## config.mk

```make
export PLATFORM = sky130hd
export DESIGN_NAME = crrss_exec
export DESIGN_NICKNAME = d
export VERILOG_FILES = /design/src/pkg/crrss_pkg.sv /design/src/logic/crrss_exec.sv
export SDC_FILE = /design/constraint.sdc
export NUM_CORES = 1
export LEC_CHECK = 0
export ABC_AREA = 1
export BUFFER_PORTS_ARGS = -buffer_cell sky130_fd_sc_hd__buf_2
export CAP_MARGIN = 20
export CORE_AREA = 4 4 91 93
export CTS_CLUSTER_SIZE = 10
export DETAILED_ROUTE_END_ITERATION = 12
export DIE_AREA = 0 0 95 97
export PLACE_DENSITY = 0.74
export SLEW_MARGIN = 10
export SYNTH_ARGS = -nofsm -noshare
export SYNTH_HDL_FRONTEND = slang
export SYNTH_SLANG_ARGS = --single-unit
```

## constraint.sdc

```tcl
create_clock -name clk -period 5.5 [get_ports clk]
set_input_delay 1.1 -clock clk [delete_from_list [all_inputs] [get_ports clk]]
set_output_delay 1.1 -clock clk [all_outputs]
set_load 0.05 [all_outputs]
```

## src/pkg/crrss_pkg.sv

```systemverilog
// crrss_pkg: opcode patterns, field positions and reset values for the
// return / rotate / sleep / subtract-from-literal execution slice.
// assumes 16-bit instruction words and an 8-bit data path.
package crrss_pkg;

  // ***********************************************
  // widths
  // ***********************************************
  localparam int INSTR_W = 16;
  localparam int DATA_W  = 8;
  localparam int PC_W    = 21;
  localparam int NIB_W   = 4;

  // ***********************************************
  // opcode patterns
  // ***********************************************
  // return: 0000 0000 0001 001s, s in bit 0
  localparam logic [INSTR_W-2:0] RET_PFX   = 15'h0009;
  localparam int                 RET_S_BIT = 0;
  // rotates: upper six bits, then d, a, 8-bit file address
  localparam int                 ROT_PFX_LSB = 10;
  localparam logic [5:0]         ROT_L_PFX   = 6'h0D;
  localparam logic [5:0]         ROT_R_PFX   = 6'h0C;
  localparam int                 DEST_BIT    = 9;
  localparam int                 ACC_BIT     = 8;
  // subtract-from-literal: upper byte, literal in low byte
  localparam int                 SUBL_PFX_LSB = 8;
  localparam logic [7:0]         SUBL_PFX     = 8'h08;
  localparam logic [INSTR_W-1:0] SLEEP_OP     = 16'h0003;
  // destination select values
  localparam logic               DEST_ACC  = 1'b0;
  localparam logic               DEST_FILE = 1'b1;

  // ***********************************************
  // reset values
  // ***********************************************
  localparam logic [DATA_W-1:0] W_RST     = 8'h00;
  localparam logic [PC_W-1:0]   PC_RST    = 21'h000000;
  localparam logic              PWRDN_RST = 1'b1;
  localparam logic              TMOUT_RST = 1'b1;
  localparam logic [DATA_W-1:0] ZERO8     = 8'h00;

  // ***********************************************
  // sequencer states, each one bit away from run
  // ***********************************************
  typedef enum logic [1:0] {
    CRRSS_RUN   = 2'b00,
    CRRSS_RET2  = 2'b01,
    CRRSS_SLEEP = 2'b10
  } crrss_state_e;

endpackage : crrss_pkg

```

## src/logic/crrss_exec.sv

```systemverilog
// crrss_exec: executes return, rotate left/right through carry, sleep and
// subtract-from-literal for an 8-bit core.
// assumes the core presents the addressed file register on file_rd_data in
// the cycle an instruction is offered, and the stack top on stack_top_entry.
`timescale 1ns/1ns

// Functional notes
// - return pops the stack and loads the popped top entry into the PC.
// - return takes two instruction cycles before the restored instruction runs.
// - rotate destination bit 0 writes the accumulator, 1 writes the file register.
// - rotate left: bit n to n+1, bit 7 to carry, old carry to bit 0.
// - rotate right: bit n to n-1, bit 0 to carry, old carry to bit 7.
// - sleep clears the active-low power-down flag.
// - sleep sets the active-low time-out flag.
// - sleep clears the watchdog counter and its prescaler.
// - subtract-from-literal computes literal minus accumulator, two's complement.
// - subtract-from-literal always writes the accumulator.
// - carry and digit carry are 0 on borrow, 1 otherwise.
module crrss_exec
  import crrss_pkg::*;
(
  // clock and reset
  input  wire logic               clk,
  input  wire logic               rst,
  // instruction offer
  input  wire logic               instr_valid,
  input  wire logic [INSTR_W-1:0] instr_word,
  output logic                    instr_ready,
  // operands from the core
  input  wire logic [DATA_W-1:0]  file_rd_data,
  input  wire logic [PC_W-1:0]    stack_top_entry,
  // wake-up source, asynchronous
  input  wire logic               wake_up,
  // program counter and stack
  output logic                    pc_load,
  output logic [PC_W-1:0]         pc_value,
  output logic                    stack_pop,
  output logic                    shadow_restore,
  // file register write
  output logic                    file_wr_en,
  output logic [DATA_W-1:0]       file_wr_addr,
  output logic                    file_wr_bank,
  output logic [DATA_W-1:0]       file_wr_data,
  // accumulator and status
  output logic [DATA_W-1:0]       working_accumulator,
  output logic                    carry,
  output logic                    digit_carry,
  output logic                    zero,
  output logic                    power_down_flag,
  output logic                    timeout_flag,
  // watchdog and power
  output logic                    wdt_clear,
  output logic                    sleeping
);

  // ***********************************************
  // state
  // ***********************************************
  crrss_state_e      state_q;
  crrss_state_e      state_d;
  logic              ready_q;
  logic              pc_load_q;
  logic [PC_W-1:0]   pc_value_q;
  logic              pop_q;
  logic              shadow_q;
  logic              fwe_q;
  logic [DATA_W-1:0] faddr_q;
  logic              fbank_q;
  logic [DATA_W-1:0] fdata_q;
  logic [DATA_W-1:0] w_q;
  logic [DATA_W-1:0] w_d;
  logic              c_q;
  logic              c_d;
  logic              dig_c_q;
  logic              dig_c_d;
  logic              z_q;
  logic              z_d;
  logic              pwrdn_q;
  logic              tmout_q;
  logic              wdt_clr_q;
  logic              sleep_q;
  logic [2:0]        wake_sync_q;

  // ***********************************************
  // decode
  // ***********************************************
  wire               take     = instr_valid & ready_q;
  wire               is_ret   = take & (instr_word[INSTR_W-1:1] == RET_PFX);
  wire [5:0]         rot_pfx  = instr_word[INSTR_W-1:ROT_PFX_LSB];
  wire               is_rl    = take & (rot_pfx == ROT_L_PFX);
  wire               is_rr    = take & (rot_pfx == ROT_R_PFX);
  wire               is_rot   = is_rl | is_rr;
  wire               is_sub   = take & (instr_word[INSTR_W-1:SUBL_PFX_LSB] == SUBL_PFX);
  wire               is_sleep = take & (instr_word == SLEEP_OP);
  wire               dest     = instr_word[DEST_BIT];
  wire [DATA_W-1:0]  literal  = instr_word[DATA_W-1:0];
  wire [DATA_W-1:0]  rot_addr = instr_word[DATA_W-1:0];
  wire               rot_bank = instr_word[ACC_BIT];
  wire               ret_shad = instr_word[RET_S_BIT];
  wire               wr_file  = is_rot & (dest == DEST_FILE);

  // ***********************************************
  // datapath
  // ***********************************************
  wire [DATA_W-1:0]  rot_l_res = {file_rd_data[DATA_W-2:0], c_q};
  wire               rot_l_c   = file_rd_data[DATA_W-1];
  wire [DATA_W-1:0]  rot_r_res = {c_q, file_rd_data[DATA_W-1:1]};
  wire               rot_r_c   = file_rd_data[0];
  wire [DATA_W-1:0]  rot_res   = is_rl ? rot_l_res : rot_r_res;
  wire               rot_c     = is_rl ? rot_l_c : rot_r_c;

  // one extra bit catches the borrow
  wire [DATA_W:0]    sub_full  = {1'b0, literal} - {1'b0, w_q};
  wire [DATA_W-1:0]  sub_res   = sub_full[DATA_W-1:0];
  wire               sub_c     = ~sub_full[DATA_W];
  wire [NIB_W:0]     nib_full  = {1'b0, literal[NIB_W-1:0]} - {1'b0, w_q[NIB_W-1:0]};
  wire               sub_dig_c = ~nib_full[NIB_W];
  wire               sub_z     = (sub_res == ZERO8);

  // wake-up counts once the second and third stages are both high
  wire               wake_seen = wake_sync_q[1] & wake_sync_q[2];

  // ***********************************************
  // next state
  // ***********************************************
  always_comb begin
    state_d = state_q;
    unique case (state_q)
      CRRSS_RUN: begin
        if (is_ret) begin
          state_d = CRRSS_RET2;
        end else if (is_sleep) begin
          state_d = CRRSS_SLEEP;
        end
      end
      CRRSS_RET2: begin
        state_d = CRRSS_RUN;
      end
      CRRSS_SLEEP: begin
        if (wake_seen) begin
          state_d = CRRSS_RUN;
        end
      end
      default: begin
        state_d = CRRSS_RUN;
      end
    endcase
  end

  // ***********************************************
  // accumulator and status next values
  // ***********************************************
  always_comb begin
    w_d     = w_q;
    c_d     = c_q;
    dig_c_d = dig_c_q;
    z_d     = z_q;
    if (is_rot) begin
      c_d = rot_c;
      if (dest == DEST_ACC) begin
        w_d = rot_res;
      end
    end else if (is_sub) begin
      w_d     = sub_res;
      c_d     = sub_c;
      dig_c_d = sub_dig_c;
      z_d     = sub_z;
    end
  end

  // ***********************************************
  // sequencer
  // ***********************************************
  always_ff @(posedge clk or posedge rst) begin
    if (rst) begin
      state_q <= CRRSS_RUN;
      ready_q <= 1'b0;
      sleep_q <= 1'b0;
    end else begin
      state_q <= state_d;
      ready_q <= (state_d == CRRSS_RUN);
      sleep_q <= (state_d == CRRSS_SLEEP);
    end
  end

  // ***********************************************
  // wake-up synchroniser
  // ***********************************************
  always_ff @(posedge clk or posedge rst) begin
    if (rst) begin
      wake_sync_q <= 3'h0;
    end else begin
      wake_sync_q <= {wake_sync_q[1:0], wake_up};
    end
  end

  // ***********************************************
  // return: pop and load program counter
  // ***********************************************
  always_ff @(posedge clk or posedge rst) begin
    if (rst) begin
      pc_load_q  <= 1'b0;
      pop_q      <= 1'b0;
      shadow_q   <= 1'b0;
      pc_value_q <= PC_RST;
    end else begin
      pc_load_q <= is_ret;
      pop_q     <= is_ret;
      shadow_q  <= is_ret & ret_shad;
      if (is_ret) begin
        pc_value_q <= stack_top_entry;
      end
    end
  end

  // ***********************************************
  // file register write-back
  // ***********************************************
  always_ff @(posedge clk or posedge rst) begin
    if (rst) begin
      fwe_q   <= 1'b0;
      faddr_q <= ZERO8;
      fbank_q <= 1'b0;
      fdata_q <= ZERO8;
    end else begin
      fwe_q <= wr_file;
      if (is_rot) begin
        faddr_q <= rot_addr;
        fbank_q <= rot_bank;
        fdata_q <= rot_res;
      end
    end
  end

  // ***********************************************
  // accumulator and arithmetic status
  // ***********************************************
  always_ff @(posedge clk or posedge rst) begin
    if (rst) begin
      w_q     <= W_RST;
      c_q     <= 1'b0;
      dig_c_q <= 1'b0;
      z_q     <= 1'b0;
    end else begin
      w_q     <= w_d;
      c_q     <= c_d;
      dig_c_q <= dig_c_d;
      z_q     <= z_d;
    end
  end

  // ***********************************************
  // power status flags
  // ***********************************************
  always_ff @(posedge clk or posedge rst) begin
    if (rst) begin
      pwrdn_q <= PWRDN_RST;
      tmout_q <= TMOUT_RST;
    end else begin
      if (is_sleep) begin
        pwrdn_q <= 1'b0;
        tmout_q <= 1'b1;
      end
    end
  end

  // ***********************************************
  // watchdog clear pulse
  // ***********************************************
  always_ff @(posedge clk or posedge rst) begin
    if (rst) begin
      wdt_clr_q <= 1'b0;
    end else begin
      wdt_clr_q <= is_sleep;
    end
  end

  // ***********************************************
  // outputs
  // ***********************************************
  assign instr_ready         = ready_q;
  assign pc_load             = pc_load_q;
  assign pc_value            = pc_value_q;
  assign stack_pop           = pop_q;
  assign shadow_restore      = shadow_q;
  assign file_wr_en          = fwe_q;
  assign file_wr_addr        = faddr_q;
  assign file_wr_bank        = fbank_q;
  assign file_wr_data        = fdata_q;
  assign working_accumulator = w_q;
  assign carry               = c_q;
  assign digit_carry         = dig_c_q;
  assign zero                = z_q;
  assign power_down_flag     = pwrdn_q;
  assign timeout_flag        = tmout_q;
  assign wdt_clear           = wdt_clr_q;
  assign sleeping            = sleep_q;

endmodule : crrss_exec

```

==> results.py <==
metrics = {
    "status": {
        "status": "completed",
    },
    "timing": {
        "finalHoldViolations": 0,
        "final.period_utilization_pct": 42.4,
        "tns_ns": 0,
        "clock_skew_ns": 0.0109,
        "worst_pin_slew_ns": 0.778,
        "drv_slew": 0,
        "grt_setup_unrepaired": "false",
        "relSlewSlack_pct": 48.1,
        "finalSetupViolations": 0,
        "timing.fmax_mhz": 429,
        "period_needed_ns": 2.33,
    },
    "cts": {
        "cts_max_level": 3,
        "clk_pin_slew_worst_paths_ns": 0.07,
        "cts_buffer_depth": 2,
        "root_buffer": "clkbuf_8",
        "cts_setup_buffers": 0,
        "cts_tree": "built",
        "cts_sinks": 61,
        "cts_resized": 0,
        "ctsHoldBuffers": 0,
        "cts_buffers": 9,
        "clk-insertion-delay-late_ns": 0.33,
    },
    "worst_setup_path": {
        "cp.arrival_ns": 2.56,
        "startpoint": "instr_word[0]",
        "setup.worst_path.end_class": "register",
        "slowest_stage": "fa_1",
        "r2r_setup_slack_ns": 3.68,
        "crit_end": "zero",
        "reg2reg_depth": 9,
        "r2r_end": "zero",
        "r2r-start": "working_accumulator[0]",
        "cp.buffers_inverters": 3,
        "crit_cells": 11,
        "worstPathCellList": "buf_2, inv_1, ha_1, fa_1, inv_1, nand3_1, nand2_1, xor2_1, nor2_1, nand3_1, nand2_1",
        "start_kind": "input port",
        "cp_max_fo": 4,
        "worst-setup-path-type": "input port to register",
        "critPathMaxStageDelay_ns": 0.41,
        "cp_data_required_time_ns": 5.72,
        "path_delay_family": "adder cells",
    },
    "floorplan": {
        "dieArea_um2": 9220,
        "core_area_um2": 7530,
        "core.rowCount": 32,
        "initial_core_util_pct": 39.6,
        "die_w_um": 95,
        "io_pins": 107,
        "die-height_um": 97,
    },
    "cells_and_area": {
        "drive_gt1_share_pct": 29.1,
        "diodes": 0,
        "nets": 532,
        "syn_to_final_growth_pct": 26.7,
        "nFillCells": 750,
    },
    "routing": {
        "viasPerCell": 4.69,
        "drc_errors": 0,
        "wl_per_cell_um": 13.0,
        "wl_um": 7560,
        "via_count": 2719,
        "drt_iter0_markers": 146,
        "ant_nets": 0,
        "dr.pass1.iters": 4,
    },
    "synth": {
        "avgSynthCellArea_um2": 8.11,
        "synthCells": 368,
        "synth_area_um2": 2980,
        "ys_warn_count": 0,
        "syn_nets": 426,
        "ys_ff_latch": 61,
        "ys_seq_area_share_pct": 51.2,
        "synth_cell_type_count": 34,
    },
    "power_and_ir_drop": {
        "switchingPower_mw": 0.495,
        "intPower_mw": 0.870,
        "combPwrFrac_pct": 30.5,
        "power_mw": 1.36,
        "p_leak_nw": 2.29,
        "power-per-cell-area_nw_per_um2": 361,
        "clkPwrFrac_pct": 32.0,
        "pwr-share-seq_pct": 37.5,
        "swShare_pct": 36.2,
        "ir_drop_uv": 98.6,
    },
    "worst_hold_path": {
        "holdCritPathClass": "register to register",
        "hold_depth": 0,
        "hp-start": "wake_sync_q[0]",
    },
    "placed_design": {
        "dp.final_hpwl_um": 5740,
        "place.gp.congestion": 0.860,
        "port_buffers": 105,
    },
    "grt": {
        "grt_pass1_wl_um": 12900,
        "antenna_found_initial": 0,
        "grt_max_degree": 62,
        "track_usage_pct": 17.7,
        "grt_pass1_vias": 2783,
        "overflow": 0,
    },
    "job": {
        "maxCapViolations": 0,
    },
}
## layout by cell type, fill, tap and decap left out, types with 8 or more instances in the layout
master / n
nand2_1: 145
buf_2: 105
dfrtp_1: 60
inv_1: 37
nor2_1: 27
nand3_1: 15
clkbuf_8: 10
o21ai_0: 8
o21ai_1: 8
a21oi_1: 8
ha_1: 8
## state kept, by name (all words and copies together), names as in the netlist
register,cells
file_wr_addr,8
power_down_flag,1
state_q,2
shadow_restore,1
wake_sync_q,3
digit_carry,1
stack_pop,1
sleeping,1
file_wr_data,8
file_wr_bank,1
pc_value,21
carry,1
instr_ready,1
zero,1
working_accumulator,8
wdt_clear,1
file_wr_en,1
## per-stage QoR
step	util, %	cell area, um^2	setup slack, ns	hold slack [ns]	instances
final	50.2	3780	3.17	0.352	580
after global routing	50.2	3780	3.01	0.363	580
after floorplan	-	2980	2.89	0.331	368
after CTS	50.2	3780	3.19	0.354	580
after detailed placement	47.4	3570	2.83	0.338	565
after global placement	47.4	3570	2.87	0.336	565
## synth_stat cells
cell type  instances  area share [%]
clkinv_1           1            0.13
nand2_1          145              18
o211ai_1           6             1.5
o21bai_1           1            0.25
mux2i_1            2            0.67
nand3_1           15             2.5
fa_1               1            0.67
nor2_2             2            0.42
buf_2              5            0.84
ha_1               8             3.4
o21ai_1            8             1.3
nand2_2            3            0.63
nand3b_1           1            0.25
or2_2              3            0.63
xor2_1             1            0.29
dfrtp_1           60              50
and2_1             1            0.21
inv_1             38             4.8
nor4_4             1            0.71
a31oi_2            1            0.42
conb_1             1            0.13
inv_2              4            0.50
buf_6              3             1.1
clkbuf_1           1            0.13
nand4_1            1            0.21
nor2_1            27             3.4
nand3_2            1            0.34
o21ai_0            8             1.3
nand3b_2           1            0.38
xnor2_1            2            0.59
a21oi_1            8             1.3
buf_4              3            0.75
dfstp_2            1            0.88
nor3_1             4            0.67
## how the worst min path moves through the flow
stage,to
global route,wake_sync_q[1]
floorplan,wake_sync_q[1]
finish,wake_sync_q[1]
global placement,wake_sync_q[1]
CTS,wake_sync_q[1]
detailed placement,wake_sync_q[1]
## metal layers
layer	vias to the layer above	global-route usage (%)	wire, um
met3	12	4.82	678
li1	1349	-	-
met2	114	29.1	3590
met5	-	0	0
met1	1244	22.4	3180
met4	0	5.88	110
## cells by family (layout without fill, tap and decap cells)
family	after synthesis	in the layout	share of synthesized area, %
simple gates	205	205	28.6
fa+ha+maj	9	9	4.03
other cells	1	1	0.126
xor+xnor	3	3	0.881
mux	2	2	0.671
flops	61	61	51.2
buf+inv	55	165	8.26
compound gates	32	32	6.21
## power by group through the flow
| stage | sequential [mW] | combinational [mW] | clock [mW] |
|---|---|---|---|
| after floorplan | 0.654 | 0.173 | 0 |
| after global placement | 0.520 | 0.407 | 0 |
| after detailed placement | 0.520 | 0.414 | 0 |
| after CTS | 0.512 | 0.417 | 0.451 |
| after global routing | 0.517 | 0.456 | 0.474 |
| final | 0.512 | 0.416 | 0.436 |
## area by class of cell
class / count / area [um^2] / share of cell area (%)
clock inverter: 4 / 72.6 / 1.92
multi-input combinational: 252 / 1210 / 32.0
tap: 102 / 128 / 3.38
inverter: 43 / 161 / 4.27
sequential: 61 / 1530 / 40.4
clock buffer: 11 / 141 / 3.74
timing repair buffer: 107 / 541 / 14.3
Note: power is estimated with default switching activity, not from simulation.
